--- src/rtl/tbs_pkg.sv ---
// constants for the boundary-scan test access port
// assumes one system clock; the test clock arrives as a plain input pin
package tbs_pkg;

	// tap controller states
	typedef enum logic [3:0] {
		ST_TLR = 4'h0,
		ST_RTI = 4'h1,
		ST_SEL_DR = 4'h2,
		ST_CAP_DR = 4'h3,
		ST_SH_DR = 4'h4,
		ST_EX1_DR = 4'h5,
		ST_PAU_DR = 4'h6,
		ST_EX2_DR = 4'h7,
		ST_UPD_DR = 4'h8,
		ST_SEL_IR = 4'h9,
		ST_CAP_IR = 4'ha,
		ST_SH_IR = 4'hb,
		ST_EX1_IR = 4'hc,
		ST_PAU_IR = 4'hd,
		ST_EX2_IR = 4'he,
		ST_UPD_IR = 4'hf
	} tbs_state_e;

	// data register selected by the current instruction
	typedef enum logic [1:0] {
		SEL_BYP = 2'h0,
		SEL_BSR = 2'h1,
		SEL_ID = 2'h2
	} tbs_sel_e;

	// instruction register
	localparam int IR_W = 4;
	localparam logic [IR_W-1:0] IR_CAPTURE = 4'h1;
	localparam logic [IR_W-1:0] OP_EXTEST = 4'h0;
	localparam logic [IR_W-1:0] OP_SAMPLE = 4'h1;
	localparam logic [IR_W-1:0] OP_IDCODE = 4'h2;
	localparam logic [IR_W-1:0] OP_HIGHZ = 4'h3;
	localparam logic [IR_W-1:0] OP_BYPASS = 4'hf;

	// identification register fields
	localparam int ID_W = 32;
	localparam logic [3:0] ID_VERSION = 4'h0; // arbitrary value
	localparam logic [15:0] ID_PART = 16'h1234; // arbitrary value
	localparam logic [10:0] ID_MAKER = 11'h055; // arbitrary value
	localparam logic ID_FIXED_ONE = 1'b1;
	localparam logic [ID_W-1:0] ID_VALUE = {ID_VERSION, ID_PART, ID_MAKER, ID_FIXED_ONE};

	// boundary-scan chain length (one cell per scanned pin)
	localparam int BSR_LEN = 8;

	// consecutive tms-high edges that always reach test-logic-reset
	localparam logic [2:0] TLR_TMS_COUNT = 3'h5;

endpackage

--- src/rtl/tbs_sync.sv ---
// two-flop synchroniser for pins outside the system clock domain
// assumes synchronous active-high reset on the system clock
`timescale 1ns/1ps
`default_nettype none
module tbs_sync #(
	parameter int W = 1
) (
	input wire logic clk_i,
	input wire logic reset_i,
	input wire logic [W-1:0] d_i,
	output logic [W-1:0] q_o
);
	typedef struct packed {
		logic [W-1:0] s1;
		logic [W-1:0] s2;
	} tbs_sync_s;

	tbs_sync_s cur_ff;
	tbs_sync_s nxt_cur;

	// first stage feeds only the second stage
	always_comb begin
		nxt_cur.s1 = d_i;
		nxt_cur.s2 = cur_ff.s1;
	end

	// register both stages
	always_ff @(posedge clk_i) begin
		if (reset_i) begin
			cur_ff <= '0;
		end else begin
			cur_ff <= nxt_cur;
		end
	end

	assign q_o = cur_ff.s2;
endmodule
`default_nettype wire

--- src/rtl/tbs_scan_reg.sv ---
// capture / shift / update register for the instruction and boundary chains
// assumes one-cycle enables derived from test clock edges
`timescale 1ns/1ps
`default_nettype none
module tbs_scan_reg #(
	parameter int W = 4,
	parameter logic [W-1:0] RST_VAL = '0
) (
	input wire logic clk_i,
	input wire logic reset_i,
	input wire logic cap_en_i,
	input wire logic shift_en_i,
	input wire logic upd_en_i,
	input wire logic rst_load_i,
	input wire logic [W-1:0] cap_val_i,
	input wire logic si_i,
	output logic [W-1:0] sh_o,
	output logic [W-1:0] upd_o
);
	typedef struct packed {
		logic [W-1:0] sh;
		logic [W-1:0] upd;
	} tbs_scan_s;

	tbs_scan_s cur_ff;
	tbs_scan_s nxt_cur;

	// bit 0 sits nearest the serial output
	always_comb begin
		nxt_cur = cur_ff;
		if (cap_en_i) begin
			nxt_cur.sh = cap_val_i;
		end else if (shift_en_i) begin
			nxt_cur.sh = {si_i, cur_ff.sh[W-1:1]};
		end
		if (rst_load_i) begin
			nxt_cur.upd = RST_VAL;
		end else if (upd_en_i) begin
			nxt_cur.upd = cur_ff.sh;
		end
	end

	// register shift and holding stages
	always_ff @(posedge clk_i) begin
		if (reset_i) begin
			cur_ff <= {{W{1'b0}}, RST_VAL};
		end else begin
			cur_ff <= nxt_cur;
		end
	end

	assign sh_o = cur_ff.sh;
	assign upd_o = cur_ff.upd;
endmodule
`default_nettype wire

--- src/rtl/tbs_tap.sv ---
// boundary-scan test access port: tap controller, instruction and data registers
// assumes test pins are asynchronous to clk_i and the test clock is far slower
`timescale 1ns/1ps
`default_nettype none
module tbs_tap (
	input wire logic clk_i,
	input wire logic reset_i,
	input wire logic tck_i,
	input wire logic tms_i,
	input wire logic tdi_i,
	input wire logic trst_n_i,
	input wire logic [tbs_pkg::BSR_LEN-1:0] pin_sample_i,
	output logic tdo_o,
	output logic tdo_oe_o,
	output logic [tbs_pkg::BSR_LEN-1:0] bsr_drive_o,
	output logic extest_o,
	output logic outs_off_o,
	output logic tap_ready_o
);
	import tbs_pkg::*;

	typedef struct packed {
		tbs_state_e state;
		logic tck_d;
		logic byp;
		logic [ID_W-1:0] id_sh;
		logic tdo;
		logic tdo_oe;
		logic extest;
		logic outs_off;
		logic ready;
		logic [2:0] tms_ones;
	} tbs_tap_s;

	tbs_tap_s cur_ff;
	tbs_tap_s nxt_cur;

	logic tck_s;
	logic tms_s;
	logic tdi_s;
	logic trst_n_s;
	logic tck_rise;
	logic tck_fall;
	logic [IR_W-1:0] ir_sh;
	logic [IR_W-1:0] ir_cur;
	logic [BSR_LEN-1:0] bsr_sh;
	tbs_sel_e dr_sel;
	logic dr_out;

	// next tap state from the sampled tms level; five tms-high edges reach reset from any state
	function automatic tbs_state_e tap_next(input tbs_state_e st, input logic tms);
		tbs_state_e nx;
		nx = st;
		case (st)
			ST_TLR: nx = tms ? ST_TLR : ST_RTI;
			ST_RTI: nx = tms ? ST_SEL_DR : ST_RTI;
			ST_SEL_DR: nx = tms ? ST_SEL_IR : ST_CAP_DR;
			ST_CAP_DR: nx = tms ? ST_EX1_DR : ST_SH_DR;
			ST_SH_DR: nx = tms ? ST_EX1_DR : ST_SH_DR;
			ST_EX1_DR: nx = tms ? ST_UPD_DR : ST_PAU_DR;
			ST_PAU_DR: nx = tms ? ST_EX2_DR : ST_PAU_DR;
			ST_EX2_DR: nx = tms ? ST_UPD_DR : ST_SH_DR;
			ST_UPD_DR: nx = tms ? ST_SEL_DR : ST_RTI;
			ST_SEL_IR: nx = tms ? ST_TLR : ST_CAP_IR;
			ST_CAP_IR: nx = tms ? ST_EX1_IR : ST_SH_IR;
			ST_SH_IR: nx = tms ? ST_EX1_IR : ST_SH_IR;
			ST_EX1_IR: nx = tms ? ST_UPD_IR : ST_PAU_IR;
			ST_PAU_IR: nx = tms ? ST_EX2_IR : ST_PAU_IR;
			ST_EX2_IR: nx = tms ? ST_UPD_IR : ST_SH_IR;
			ST_UPD_IR: nx = tms ? ST_SEL_DR : ST_RTI;
			default: nx = ST_TLR;
		endcase
		return nx;
	endfunction

	// data register chosen by an instruction code
	function automatic tbs_sel_e dr_decode(input logic [IR_W-1:0] op);
		tbs_sel_e sel;
		if (op == OP_EXTEST || op == OP_SAMPLE) begin
			sel = SEL_BSR;
		end else if (op == OP_IDCODE) begin
			sel = SEL_ID;
		end else begin
			sel = SEL_BYP; // highz, bypass and unassigned codes
		end
		return sel;
	endfunction

	// all four test inputs cross into the system clock domain
	tbs_sync #(
		.W(4)
	) u_sync (
		.clk_i(clk_i),
		.reset_i(reset_i),
		.d_i({tck_i, tms_i, tdi_i, trst_n_i}),
		.q_o({tck_s, tms_s, tdi_s, trst_n_s})
	);

	// test clock edges found from the synchronised level
	assign tck_rise = tck_s & ~cur_ff.tck_d;
	assign tck_fall = ~tck_s & cur_ff.tck_d;
	assign dr_sel = dr_decode(ir_cur);

	// instruction register: 4 bits, captures 0001, idcode after reset
	tbs_scan_reg #(
		.W(IR_W),
		.RST_VAL(OP_IDCODE)
	) u_ir (
		.clk_i(clk_i),
		.reset_i(reset_i),
		.cap_en_i(tck_rise && cur_ff.state == ST_CAP_IR),
		.shift_en_i(tck_rise && cur_ff.state == ST_SH_IR),
		.upd_en_i(tck_fall && cur_ff.state == ST_UPD_IR),
		.rst_load_i(cur_ff.state == ST_TLR),
		.cap_val_i(IR_CAPTURE),
		.si_i(tdi_s),
		.sh_o(ir_sh),
		.upd_o(ir_cur)
	);

	// boundary chain: samples pins, holds values to drive under extest
	tbs_scan_reg #(
		.W(BSR_LEN),
		.RST_VAL('0)
	) u_bsr (
		.clk_i(clk_i),
		.reset_i(reset_i),
		.cap_en_i(tck_rise && cur_ff.state == ST_CAP_DR && dr_sel == SEL_BSR),
		.shift_en_i(tck_rise && cur_ff.state == ST_SH_DR && dr_sel == SEL_BSR),
		.upd_en_i(tck_fall && cur_ff.state == ST_UPD_DR && dr_sel == SEL_BSR),
		.rst_load_i(1'b0),
		.cap_val_i(pin_sample_i),
		.si_i(tdi_s),
		.sh_o(bsr_sh),
		.upd_o(bsr_drive_o)
	);

	// common serial output of the three data registers
	always_comb begin
		case (dr_sel)
			SEL_BSR: dr_out = bsr_sh[0];
			SEL_ID: dr_out = cur_ff.id_sh[0];
			default: dr_out = cur_ff.byp;
		endcase
	end

	// controller, data registers, tdo and mode outputs
	always_comb begin
		nxt_cur = cur_ff;
		nxt_cur.tck_d = tck_s;
		if (tck_rise) begin
			// capture and shift act in the state being left
			if (cur_ff.state == ST_CAP_DR) begin
				if (dr_sel == SEL_BYP) begin
					nxt_cur.byp = 1'b0;
				end
				if (dr_sel == SEL_ID) begin
					nxt_cur.id_sh = ID_VALUE;
				end
			end else if (cur_ff.state == ST_SH_DR) begin
				if (dr_sel == SEL_BYP) begin
					nxt_cur.byp = tdi_s;
				end
				if (dr_sel == SEL_ID) begin
					nxt_cur.id_sh = {tdi_s, cur_ff.id_sh[ID_W-1:1]};
				end
			end
			// the sampled tms picks the next state unless the test reset pin is low
			nxt_cur.state = tap_next(cur_ff.state, tms_s);
			// helper count of consecutive tms-high edges
			if (!tms_s) begin
				nxt_cur.tms_ones = 3'h0;
			end else if (cur_ff.tms_ones != TLR_TMS_COUNT) begin
				nxt_cur.tms_ones = cur_ff.tms_ones + 3'h1;
			end
		end
		// tdo changes on the falling test clock edge
		if (tck_fall) begin
			nxt_cur.tdo_oe = (cur_ff.state == ST_SH_IR) || (cur_ff.state == ST_SH_DR);
			nxt_cur.tdo = (cur_ff.state == ST_SH_IR) ? ir_sh[0] : dr_out;
		end
		// mode outputs follow the current instruction in every state but test-logic-reset, run-test-idle included
		nxt_cur.extest = (cur_ff.state != ST_TLR) && (ir_cur == OP_EXTEST);
		nxt_cur.outs_off = (cur_ff.state != ST_TLR) && (ir_cur == OP_HIGHZ);
		// tap must see test-logic-reset before queue operation is allowed
		if (cur_ff.state == ST_TLR) begin
			nxt_cur.ready = 1'b1;
		end
		// test reset pin overrides the tms-driven next state and the tms count
		if (!trst_n_s) begin
			nxt_cur.state = ST_TLR;
			nxt_cur.tms_ones = 3'h0;
		end
		if (nxt_cur.state == ST_TLR) begin
			nxt_cur.extest = 1'b0;
			nxt_cur.outs_off = 1'b0;
		end
	end

	// register the whole state
	always_ff @(posedge clk_i) begin
		if (reset_i) begin
			cur_ff.state <= ST_TLR;
			cur_ff.tck_d <= 1'b0;
			cur_ff.byp <= 1'b0;
			cur_ff.id_sh <= '0;
			cur_ff.tdo <= 1'b0;
			cur_ff.tdo_oe <= 1'b0;
			cur_ff.extest <= 1'b0;
			cur_ff.outs_off <= 1'b0;
			cur_ff.ready <= 1'b0;
			cur_ff.tms_ones <= 3'h0;
		end else begin
			cur_ff <= nxt_cur;
		end
	end

	// outputs straight from flops
	assign tdo_o = cur_ff.tdo;
	assign tdo_oe_o = cur_ff.tdo_oe;
	assign extest_o = cur_ff.extest;
	assign outs_off_o = cur_ff.outs_off;
	assign tap_ready_o = cur_ff.ready;
endmodule
`default_nettype wire

--- config.mk ---
export PLATFORM = sky130hd
export DESIGN_NAME = tbs_tap
export DESIGN_NICKNAME = d
export VERILOG_FILES = /design/src/rtl/tbs_pkg.sv /design/src/rtl/tbs_sync.sv /design/src/rtl/tbs_scan_reg.sv /design/src/rtl/tbs_tap.sv
export SDC_FILE = /design/constraint.sdc
export NUM_CORES = 1
export LEC_CHECK = 0
export BUFFER_PORTS_ARGS = -buffer_cell sky130_fd_sc_hd__buf_2
export CAP_MARGIN = 25
export CORE_AREA = 2 2 91 67
export CTS_BUF_LIST = sky130_fd_sc_hd__clkbuf_8
export CTS_CLUSTER_DIAMETER = 200
export DETAILED_ROUTE_END_ITERATION = 6
export DIE_AREA = 0 0 93 69
export GPL_TIMING_DRIVEN = 0
export PLACE_DENSITY = 0.78
export SLEW_MARGIN = 15
export SYNTH_ARGS = -nofsm -noshare
export SYNTH_HDL_FRONTEND = slang
export SYNTH_HIERARCHICAL = 1
export SYNTH_SLANG_ARGS = --single-unit
--- constraint.sdc ---
create_clock -name clk_i -period 2.1 [get_ports clk_i]
set_clock_uncertainty 0.05 [all_clocks]
set_input_delay 0.315 -clock clk_i [delete_from_list [all_inputs] [get_ports clk_i]]
set_output_delay 0.315 -clock clk_i [all_outputs]
set_load 0.01 [all_outputs]
==> results_dict.tcl, run 1 <==
set metrics [dict create \
    cp_max_fo 6 \
    initial_antenna_violation_count 0 \
    clkTransAtPathRegs_ns 0.07 \
    die_w_um 93 \
    final_area_mm2 0.003847 \
    setup_tns_final_ns 0 \
    antenna_left 0 \
    status "complete, no violations" \
    cts_made_buffers 9 \
    fin_ws_ns 0.04205 \
    finalHoldViolations 0 \
    area_added_between_synthesis_and_finish_pct 18.50 \
    fmaxAchievable_mhz 485.9 \
    diodes_inserted 0 \
    fill_cells 462 \
    preCtsSetupSlack_ns -0.4449 \
    mostFrequentLayoutCell "dfxtp_1" \
    cts.path.max_buffers 2 \
    die_area_mm2 0.006417 \
    cts_root_buffer "clkbuf_8" \
    path_class "reg2reg" \
    finalSetupViolCount 0 \
    netlist-cell-type-count 44 \
    fin_crit_sh_pct 98.00 \
    sequential_cell_area_mm2 0.001503 \
    port-buffer-count 26 \
    worst_setup_path_end_kind "flop" \
    maxCapViolations 0 \
    grt_pass1_wl_um 11740 \
    h-tree-depth 3 \
    slew_viol_final 0 \
    multiInputGateArea_mm2 0.001618 \
    grt_overflow 0 \
    clkLatencyLatePin_ns 0.35 \
    netlist_area_mm2 0.003247 \
    routabilityCongestion 0.8739 \
    synth-seq-area-share_pct 46.24 \
    fin_crit_ns 2.058 \
    synth_warnings 6 \
    critical_path_required_ns 2.33 \
    detailedRoute.firstIterationViolations 96 \
    fp-row-count 23 \
    drt-total-wl_um 7135 \
    postSynthAreaPerCell_um2 8.823 \
    fp.coreArea_mm2 0.005525 \
    post_cts_hold_buffers 0 \
    routed_via_density 5.447 \
    routed_wire_length_per_instance_um 14.30 \
    slew-limit-headroom_pct 62.61 \
    globalRouteTotalUtil_pct 22.96 \
    worstSetupStartpointType "flop" \
    p_leak_nw 1.374 \
    cp_data_arrival_time_ns 2.28 \
    most_used_cells_in_the_layout_excluding_fill_and_tap_cells "dfxtp_1, nand2_1, buf_2, mux2i_1, nand3_1" \
    place.detailed.instances 473 \
    initial_core_util_pct 58.76 \
    whs_ns 0.1270 \
    die_h_um 69 \
    total_power_mw 2.554 \
    drt_drc_violations_left 0 \
    number_of_global_route_vias_before_repair 2503 \
    place_area_mm2 0.003487 \
    clock_net_sink_count 75 \
    tritoncts "built" \
    first_pass_iters 5 \
    share_of_cells_above_drive_strength_1_pct 25.00 \
    min_path_type "in2reg" \
    design.portCount 27 \
    synthCells 368 \
    place.detailed.hpwl_um 4722 \
    routed-via-count 2718 \
    layout.nets 434 \
    finish.cell_count_without_fillers 499 \
    postSynthRegisterBits 75 \
    finalCoreUtilization_pct 69.63 \
    peakVddDrop_mv 0.4917 \
    power_density_mw_per_mm2 663.8 \
    grt_max_degree 13 \
    worst_margin_pin_slew_ns 0.5566 \
]
synth_stat cells (all sizes together):
library cell   n  area, µm²
and2           2      12.51
nand4b         2      17.52
nor2b         25      156.4
o21ai          2      10.01
mux2i         27      270.3
o21bai         1      7.510
buf           15      127.6
a2111oi        1      8.760
clkbuf        16      62.56
nor4           1      6.260
a31oi          2      12.51
o22ai          2      12.51
conb           2      7.510
a21oi         28      140.1
inv            4      15.01
dfxtp         75       1501
or4b           1      10.01
nor3          28      140.1
a211oi        16      125.1
nand3b         3      22.52
a21boi         1      7.510
a2111o         1      11.26
nand2         33      123.9
or3            1      6.260
nand3         26      130.1
or3b           2      17.52
o31ai          1      7.510
o311ai         2      17.52
nand2b         8      50.05
a311oi         1      8.760
nor4b          1      23.77
or2            3      18.77
nor3b          1      7.510
nor2          33      143.9
nand4          1      6.260
critical path, cell delays in order (launching register included):
cell and delay, ns:
dfxtp_1 0.31, buf_6 0.12, buf_4 0.14, or4b_2 0.65
o311ai_0 0.14, a2111o_1 0.27, a211oi_1 0.11, a21oi_1 0.19
where the power goes:
part	switching [mW]	leakage, nW	internal (mW)
combinational	0.0472	0.672	0.0314
sequential	0.00385	0.607	1.43
clock	0.507	0.0946	0.533
total	0.558	1.37	2.00
flip-flops by register name, summed over array words and instances, names as in the netlist, 4 cells and up:
signal,flops
u_sync/q_o,4
cur_ff,38
u_sync/cur_ff,4
u_ir/sh_o,4
u_bsr/upd_o,8
u_ir/upd_o,4
u_bsr/sh_o,8
final cells by class:
class                           instances  area share, %
Inverter                                4         0.3902
Clock buffer                            9          3.220
Clock inverter                          6          1.496
Sequential cell                        75          39.06
Timing Repair Buffer                   37          5.398
Buffer                                 31          5.951
Tap cell                               75          2.439
Multi-Input combinational cell        262          42.05
final timing paths:
kind	from	end	slack, ns	cells after the start
max	cur_ff[44]	outs_off_o	0.04	7
min	tms_i	u_sync/cur_ff[6]	0.13	2
max reg2reg	cur_ff[44]	outs_off_o	0.04	7
min reg2reg	u_sync/cur_ff[6]	u_sync/q_o[2]	0.40	1
metal layers:
metal  GRT usage (%)  vias up  wire (µm)
met4           7.353        0         89
met3           7.541        8        394
li1                -     1371          -
met2           34.54       72       3203
met1           31.30     1267       3447
met5               0        -          0
kinds of logic (layout without fill, tap and decap cells):
group	Yosys count	in the layout	share of synthesized area (%)
flip-flops	75	75	46.24
other	2	5	0.2313
buffers and inverters	35	87	6.320
AND/OR/NAND/NOR	171	172	27.51
AO/OA/AOI/OAI	58	58	11.37
multiplexers	27	27	8.324
what timing repair did:
action | CTS | global route
gates resized for setup | 16 | 24
cloned | 0 | 1
setup endpoints to repair | 42 | 42
buffers inserted | 9 | 1
pin swaps | 2 | 7
Note: power is estimated with default switching activity, not from simulation.
==> run 2, diff against run 1 <==
--- a/config.mk
+++ b/config.mk
@@ -7,13 +7,13 @@
 export LEC_CHECK = 0
 export BUFFER_PORTS_ARGS = -buffer_cell sky130_fd_sc_hd__buf_2
 export CAP_MARGIN = 25
-export CORE_AREA = 2 2 91 67
+export CORE_AREA = 2 2 95 70
 export CTS_BUF_LIST = sky130_fd_sc_hd__clkbuf_8
 export CTS_CLUSTER_DIAMETER = 200
 export DETAILED_ROUTE_END_ITERATION = 6
-export DIE_AREA = 0 0 93 69
+export DIE_AREA = 0 0 97 72
 export GPL_TIMING_DRIVEN = 0
-export PLACE_DENSITY = 0.78
+export PLACE_DENSITY = 0.72
 export SLEW_MARGIN = 15
 export SYNTH_ARGS = -nofsm -noshare
 export SYNTH_HDL_FRONTEND = slang
==> run 2 against run 1 <==
Sequential power barely moved. Routed wire length rose by 1.6%. Highest routed layer unchanged. Via count decreased by 0.44%. Largest cell class unchanged. Hold slack gained 0.0024 ns. Final area up 2.2%. Non-clock buffer count is 2 lower. Count of clock-buffer cells in the layout grew 1. Critical path depth grew 1. Sequential share of layout area decreased by 0.81 points. Combinational power about the same. Clock power grew 7%.
==> results_dict.tcl, run 2 (synthesized netlist as in run 1, its figures left out) <==
set metrics [dict create \
    number_of_global_route_vias_before_repair 2488 \
    first_pass_iters 4 \
    post_cts_hold_buffers 0 \
    routed-via-count 2706 \
    die_w_um 97 \
    grt_pass1_wl_um 11730 \
    clock_net_sink_count 75 \
    tritoncts "built" \
    worst_setup_path_end_kind "flop" \
    total_power_mw 2.627 \
    fmaxAchievable_mhz 487.5 \
    mostFrequentLayoutCell "dfxtp_1" \
    timing.reg2reg.worst_path_depth 8 \
    cts_root_buffer "clkbuf_8" \
    drt-total-wl_um 7246 \
    regToRegEndpoint "cur_ff[21]" \
    clkTransAtPathRegs_ns 0.08 \
    grt_overflow 0 \
    setup.reg_to_reg.worst_slack_ns 0.05 \
    cp-startpoint "cur_ff[44]" \
    final_area_mm2 0.003933 \
    grt_max_degree 14 \
    power_frac_seq_pct 54.6 \
    rsz0062_at_grt "true" \
    setup_tns_final_ns 0 \
    fin_crit_ns 2.051 \
    internal-power_mw 2.042 \
    multiInputGateArea_mm2 0.001633 \
    fill_cells 496 \
    switching_power_mw 0.5845 \
    whs_ns 0.1295 \
    cts.path.max_buffers 2 \
    layout.nets 431 \
    status "complete, no violations" \
    routabilityCongestion 0.8366 \
    area_added_between_synthesis_and_finish_pct 21.12 \
    clkLatencyLatePin_ns 0.34 \
    antenna_left 0 \
    finalSetupViolCount 0 \
    peakVddDrop_mv 0.3876 \
    largest_register_ffs 38 \
    initial_core_util_pct 53.79 \
    cts_made_buffers 9 \
    maxCapViolations 0 \
    cp_data_arrival_time_ns 2.26 \
    timing.rr.start "cur_ff[44]" \
    finalHoldViolations 0 \
    initial_antenna_violation_count 0 \
    place.detailed.hpwl_um 4763 \
    power_frac_comb_pct 3.0 \
    place_area_mm2 0.003491 \
    routed_wire_length_per_instance_um 14.49 \
    power_density_mw_per_mm2 668.0 \
    min_path_type "in2reg" \
    path_class "reg2reg" \
    cp_max_fo 6 \
    routed_via_density 5.412 \
    diodes_inserted 0 \
    fp.coreArea_mm2 0.006036 \
    crit_end "cur_ff[21]" \
    drt_drc_violations_left 0 \
    most_used_cells_in_the_layout_excluding_fill_and_tap_cells "dfxtp_1, nand2_1, buf_2, mux2i_1" \
    die_h_um 72 \
    fp-row-count 24 \
    power.share.clock_pct 42.4 \
    globalRouteTotalUtil_pct 20.97 \
    design.portCount 27 \
    die_area_mm2 0.006984 \
    max_flop_register "cur_ff" \
    detailedRoute.firstIterationViolations 150 \
    share_of_cells_above_drive_strength_1_pct 25.83 \
    sequential_cell_area_mm2 0.001504 \
    h-tree-depth 3 \
    p_leak_nw 1.384 \
    worstSetupStartpointType "flop" \
    port-buffer-count 26 \
    fin_crit_sh_pct 97.68 \
    sw_frac_of_total_pct 22.25 \
    slew_viol_final 0 \
    slew-limit-headroom_pct 62.73 \
    worst_margin_pin_slew_ns 0.5590 \
    critical_path_required_ns 2.31 \
]
[run 2: critical path: stages, from the launching register on]
cell and delay (ns):
dfxtp_2 0.33, buf_8 0.11, or3b_4 0.38, a211oi_4 0.26, nor4b_4 0.25, buf_6 0.20, buf_4 0.13, nand3_1 0.08
a21oi_1 0.17
[run 2: timing repair]
item	4_1_cts	5_1_grt
buffers inserted	3	2
gates cloned	1	2
gates resized for setup	15	28
pin swaps	3	8
setup endpoints to repair	39	42
[run 2: layout make-up]
type | instances | share of cell area, %
clock buffer | 10 | 3.500
timing repair buffer | 35 | 6.268
buffer | 31 | 5.950
tap | 78 | 2.482
clock inverter | 6 | 1.654
multi-input combinational | 261 | 41.52
inverter | 4 | 0.3818
sequential | 75 | 38.24
[run 2: worst min-delay path by stage]
stage	start	endpoint	slack (ns)	depth (start not counted)
after floorplan	reset_i	u_sync/cur_ff[4]	0.34	1
after global placement	u_sync/cur_ff[7]	u_sync/q_o[3]	0.37	1
after detailed placement	u_sync/cur_ff[6]	u_sync/q_o[2]	0.37	1
after CTS	tms_i	u_sync/cur_ff[6]	0.11	2
after global routing	tdi_i	u_sync/cur_ff[5]	0.11	2
final	tms_i	u_sync/cur_ff[6]	0.13	2
[run 2: per-stage QoR]
step | std cells | worst slack, ns | utilization, %
floorplan | 371 | 0.1726 | -
detailed placement | 476 | -0.4622 | 57.84
finish | 500 | 0.04870 | 65.15
global placement | 475 | -0.4006 | 57.75
global route | 500 | -0.02647 | 65.15
CTS | 496 | 0.009884 | 62.35
[run 2: per-layer routing]
layer / vias up / GRT usage, % / wire [µm]
met3: 4 / 6.744 / 301
li1: 1369 / - / -
met1: 1277 / 29.26 / 3509
met5: - / 0 / 0
met4: 0 / 5.008 / 31
met2: 56 / 32.02 / 3403
[run 2: power by group through the flow]
stage / Combinational, mW / Clock, mW / Sequential [mW]
after floorplan: 0.0450 / 0 / 1.47
final: 0.0784 / 1.11 / 1.43
after detailed placement: 0.0754 / 0 / 1.47
after CTS: 0.0758 / 1.15 / 1.43
after global routing: 0.0862 / 1.21 / 1.43
after global placement: 0.0737 / 0 / 1.47
==> run 3, diff against run 2 <==
--- a/config.mk
+++ b/config.mk
@@ -13,7 +13,7 @@
 export DETAILED_ROUTE_END_ITERATION = 6
 export DIE_AREA = 0 0 97 72
 export GPL_TIMING_DRIVEN = 0
-export PLACE_DENSITY = 0.72
+export PLACE_DENSITY = 0.78
 export SLEW_MARGIN = 15
 export SYNTH_ARGS = -nofsm -noshare
 export SYNTH_HDL_FRONTEND = slang
==> run 3 against run 2 <==
Final area shrank 2.5%. Largest power group unchanged. Routed wire length shrank 3.1%. First-iteration DRC count shrank 22%. Clock power grew 9.9%. Critical path type unchanged.
==> results_dict.tcl, run 3 (synthesized netlist as in run 1, its figures left out) <==
set metrics [dict create \
    cts_root_buffer "clkbuf_8" \
    routed_wire_length_per_instance_um 14.16 \
    die_w_um 97 \
    crit_chain "buf_6, or3b_1, a211oi_2, nor4b_4, buf_6, buf_6, nand3_1, a21oi_2" \
    min_path_type "in2reg" \
    p_leak_nw 1.370 \
    die_area_mm2 0.006984 \
    fin_crit_sh_pct 95.63 \
    path_common_cell "buf_6" \
    cts.path.max_buffers 2 \
    crit_path_max_incr_delay_ns 0.36 \
    timing.reg2reg.worst_path_depth 8 \
    clkLatencyLatePin_ns 0.34 \
    drt-total-wl_um 7024 \
    antenna_left 0 \
    clkTransAtPathRegs_ns 0.08 \
    worst_hold_startpoint "tms_i" \
    cpLargestDelayFamily "simple AND/OR/NAND/NOR gates" \
    cts_made_buffers 9 \
    timing.critical_path.buf_inv 3 \
    grt_overflow 0 \
    h-tree-depth 3 \
    place.detailed.hpwl_um 4688 \
    share_of_cells_above_drive_strength_1_pct 23.21 \
    first_pass_iters 4 \
    timing.rr.start "cur_ff[44]" \
    hold_path_end "u_sync/cur_ff[6]" \
    peakVddDrop_mv 0.4439 \
    fmaxAchievable_mhz 498.0 \
    area_added_between_synthesis_and_finish_pct 18.11 \
    critical_path_required_ns 2.33 \
    final_area_mm2 0.003835 \
    routed_via_density 5.444 \
    design.portCount 27 \
    cp_max_fo 10 \
    diodes_inserted 0 \
    slew-limit-headroom_pct 45.18 \
    holdPathStages 2 \
    mostFrequentLayoutCell "dfxtp_1" \
    slew_viol_final 0 \
    fin_crit_ns 2.008 \
    grt_pass1_wl_um 11510 \
    status "complete, no violations" \
    tritoncts "built" \
    worst_margin_pin_slew_ns 0.8179 \
    preCtsSetupSlack_ns -0.4462 \
    worstSetupStartpointType "flop" \
    largest_register_ffs 38 \
    regToRegEndpoint "cur_ff[35]" \
    finalHoldViolations 0 \
    most_used_cells_in_the_layout_excluding_fill_and_tap_cells "dfxtp_1, nand2_1, buf_2, mux2i_1" \
    port-buffer-count 26 \
    number_of_global_route_vias_before_repair 2489 \
    initial_antenna_violation_count 0 \
    setup.reg_to_reg.worst_slack_ns 0.09 \
    maxCapViolations 0 \
    grt_max_degree 13 \
    finalSetupViolCount 0 \
    layout.nets 427 \
    worst_setup_path_end_kind "flop" \
    drt_drc_violations_left 0 \
    path_class "reg2reg" \
    detailedRoute.firstIterationViolations 117 \
    initial_core_util_pct 53.79 \
    place_area_mm2 0.003491 \
    fin_ws_ns 0.09178 \
    fp.coreArea_mm2 0.006036 \
    routabilityCongestion 0.8487 \
    routed-via-count 2700 \
    max_flop_register "cur_ff" \
    clock_net_sink_count 75 \
    critical-path-slowest-cell "or3b_1" \
    post_cts_hold_buffers 0 \
    fp-row-count 24 \
    power_density_mw_per_mm2 712.8 \
    globalRouteTotalUtil_pct 20.32 \
    cp_data_arrival_time_ns 2.24 \
    die_h_um 72 \
]
[run 3: worst reg2reg max path: cells and delay by family (launching register included)]
| family | cells | cell delay, ns |
|---|---|---|
| DFF | 1 | 0.33 |
| buffers and inverters | 3 | 0.42 |
| AOI/OAI and AO/OA | 2 | 0.42 |
| and+or+nand+nor | 3 | 0.73 |
[run 3: worst max path at each step]
| stage | start | to | slack [ns] | cells past startpoint |
|---|---|---|---|---|
| after CTS | cur_ff[44] | u_bsr/sh_o[6] | 0.007 | 8 |
| after detailed placement | cur_ff[43] | u_bsr/sh_o[6] | -0.45 | 7 |
| after floorplan | cur_ff[43] | u_bsr/sh_o[0] | 0.17 | 7 |
| after global placement | cur_ff[43] | u_bsr/sh_o[3] | -0.39 | 7 |
| final | cur_ff[44] | cur_ff[35] | 0.09 | 8 |
| after global routing | cur_ff[44] | cur_ff[30] | -0.004 | 8 |
[run 3: power by group]
part           switching (mW)  leakage (nW)  total [mW]  internal (mW)
Sequential            0.00359         0.607        1.43           1.43
Clock                   0.530         0.119        1.22          0.694
Combinational          0.0454         0.644      0.0760         0.0306
[run 3: layout make-up]
class,instances,area (µm²)
tap,78,97.59
buffer,31,227.7
clock buffer,10,137.6
clock inverter,6,81.33
sequential,75,1503
fill,510,2201
timing repair buffer,30,163.9
multi-input combinational,262,1609
inverter,4,15.01
[run 3: what timing repair did]
action / 4_1_cts / 5_1_grt
resized for setup: 11 / 27
buffers inserted: 2 / 0
pin swaps: 2 / 14
gates cloned: 1 / 2
setup endpoints to repair: 31 / 39
[run 3: stage by stage]
stage / hold WS, ns / setup TNS (ns) / power, mW / std cells / util [%]
2_1_floorplan: 0.3366 / 0 / 1.513 / 371 / -
3_3_place_gp: 0.3664 / -3.695 / 1.541 / 475 / 57.75
3_5_place_dp: 0.3768 / -3.771 / 1.542 / 475 / 57.84
4_1_cts: 0.1131 / 0 / 2.757 / 494 / 62.27
5_1_grt: 0.1287 / -0.009971 / 2.820 / 496 / 63.54
6_report: 0.1226 / 0 / 2.734 / 496 / 63.54
[run 3: routing by layer]
layer | up-vias | GRT usage [%] | routed length, µm
met1 | 1259 | 28.01 | 3478
met4 | 0 | 4.069 | 33
met2 | 66 | 31.87 | 3142
met5 | - | 0 | 0
met3 | 5 | 6.551 | 370
li1 | 1370 | - | -
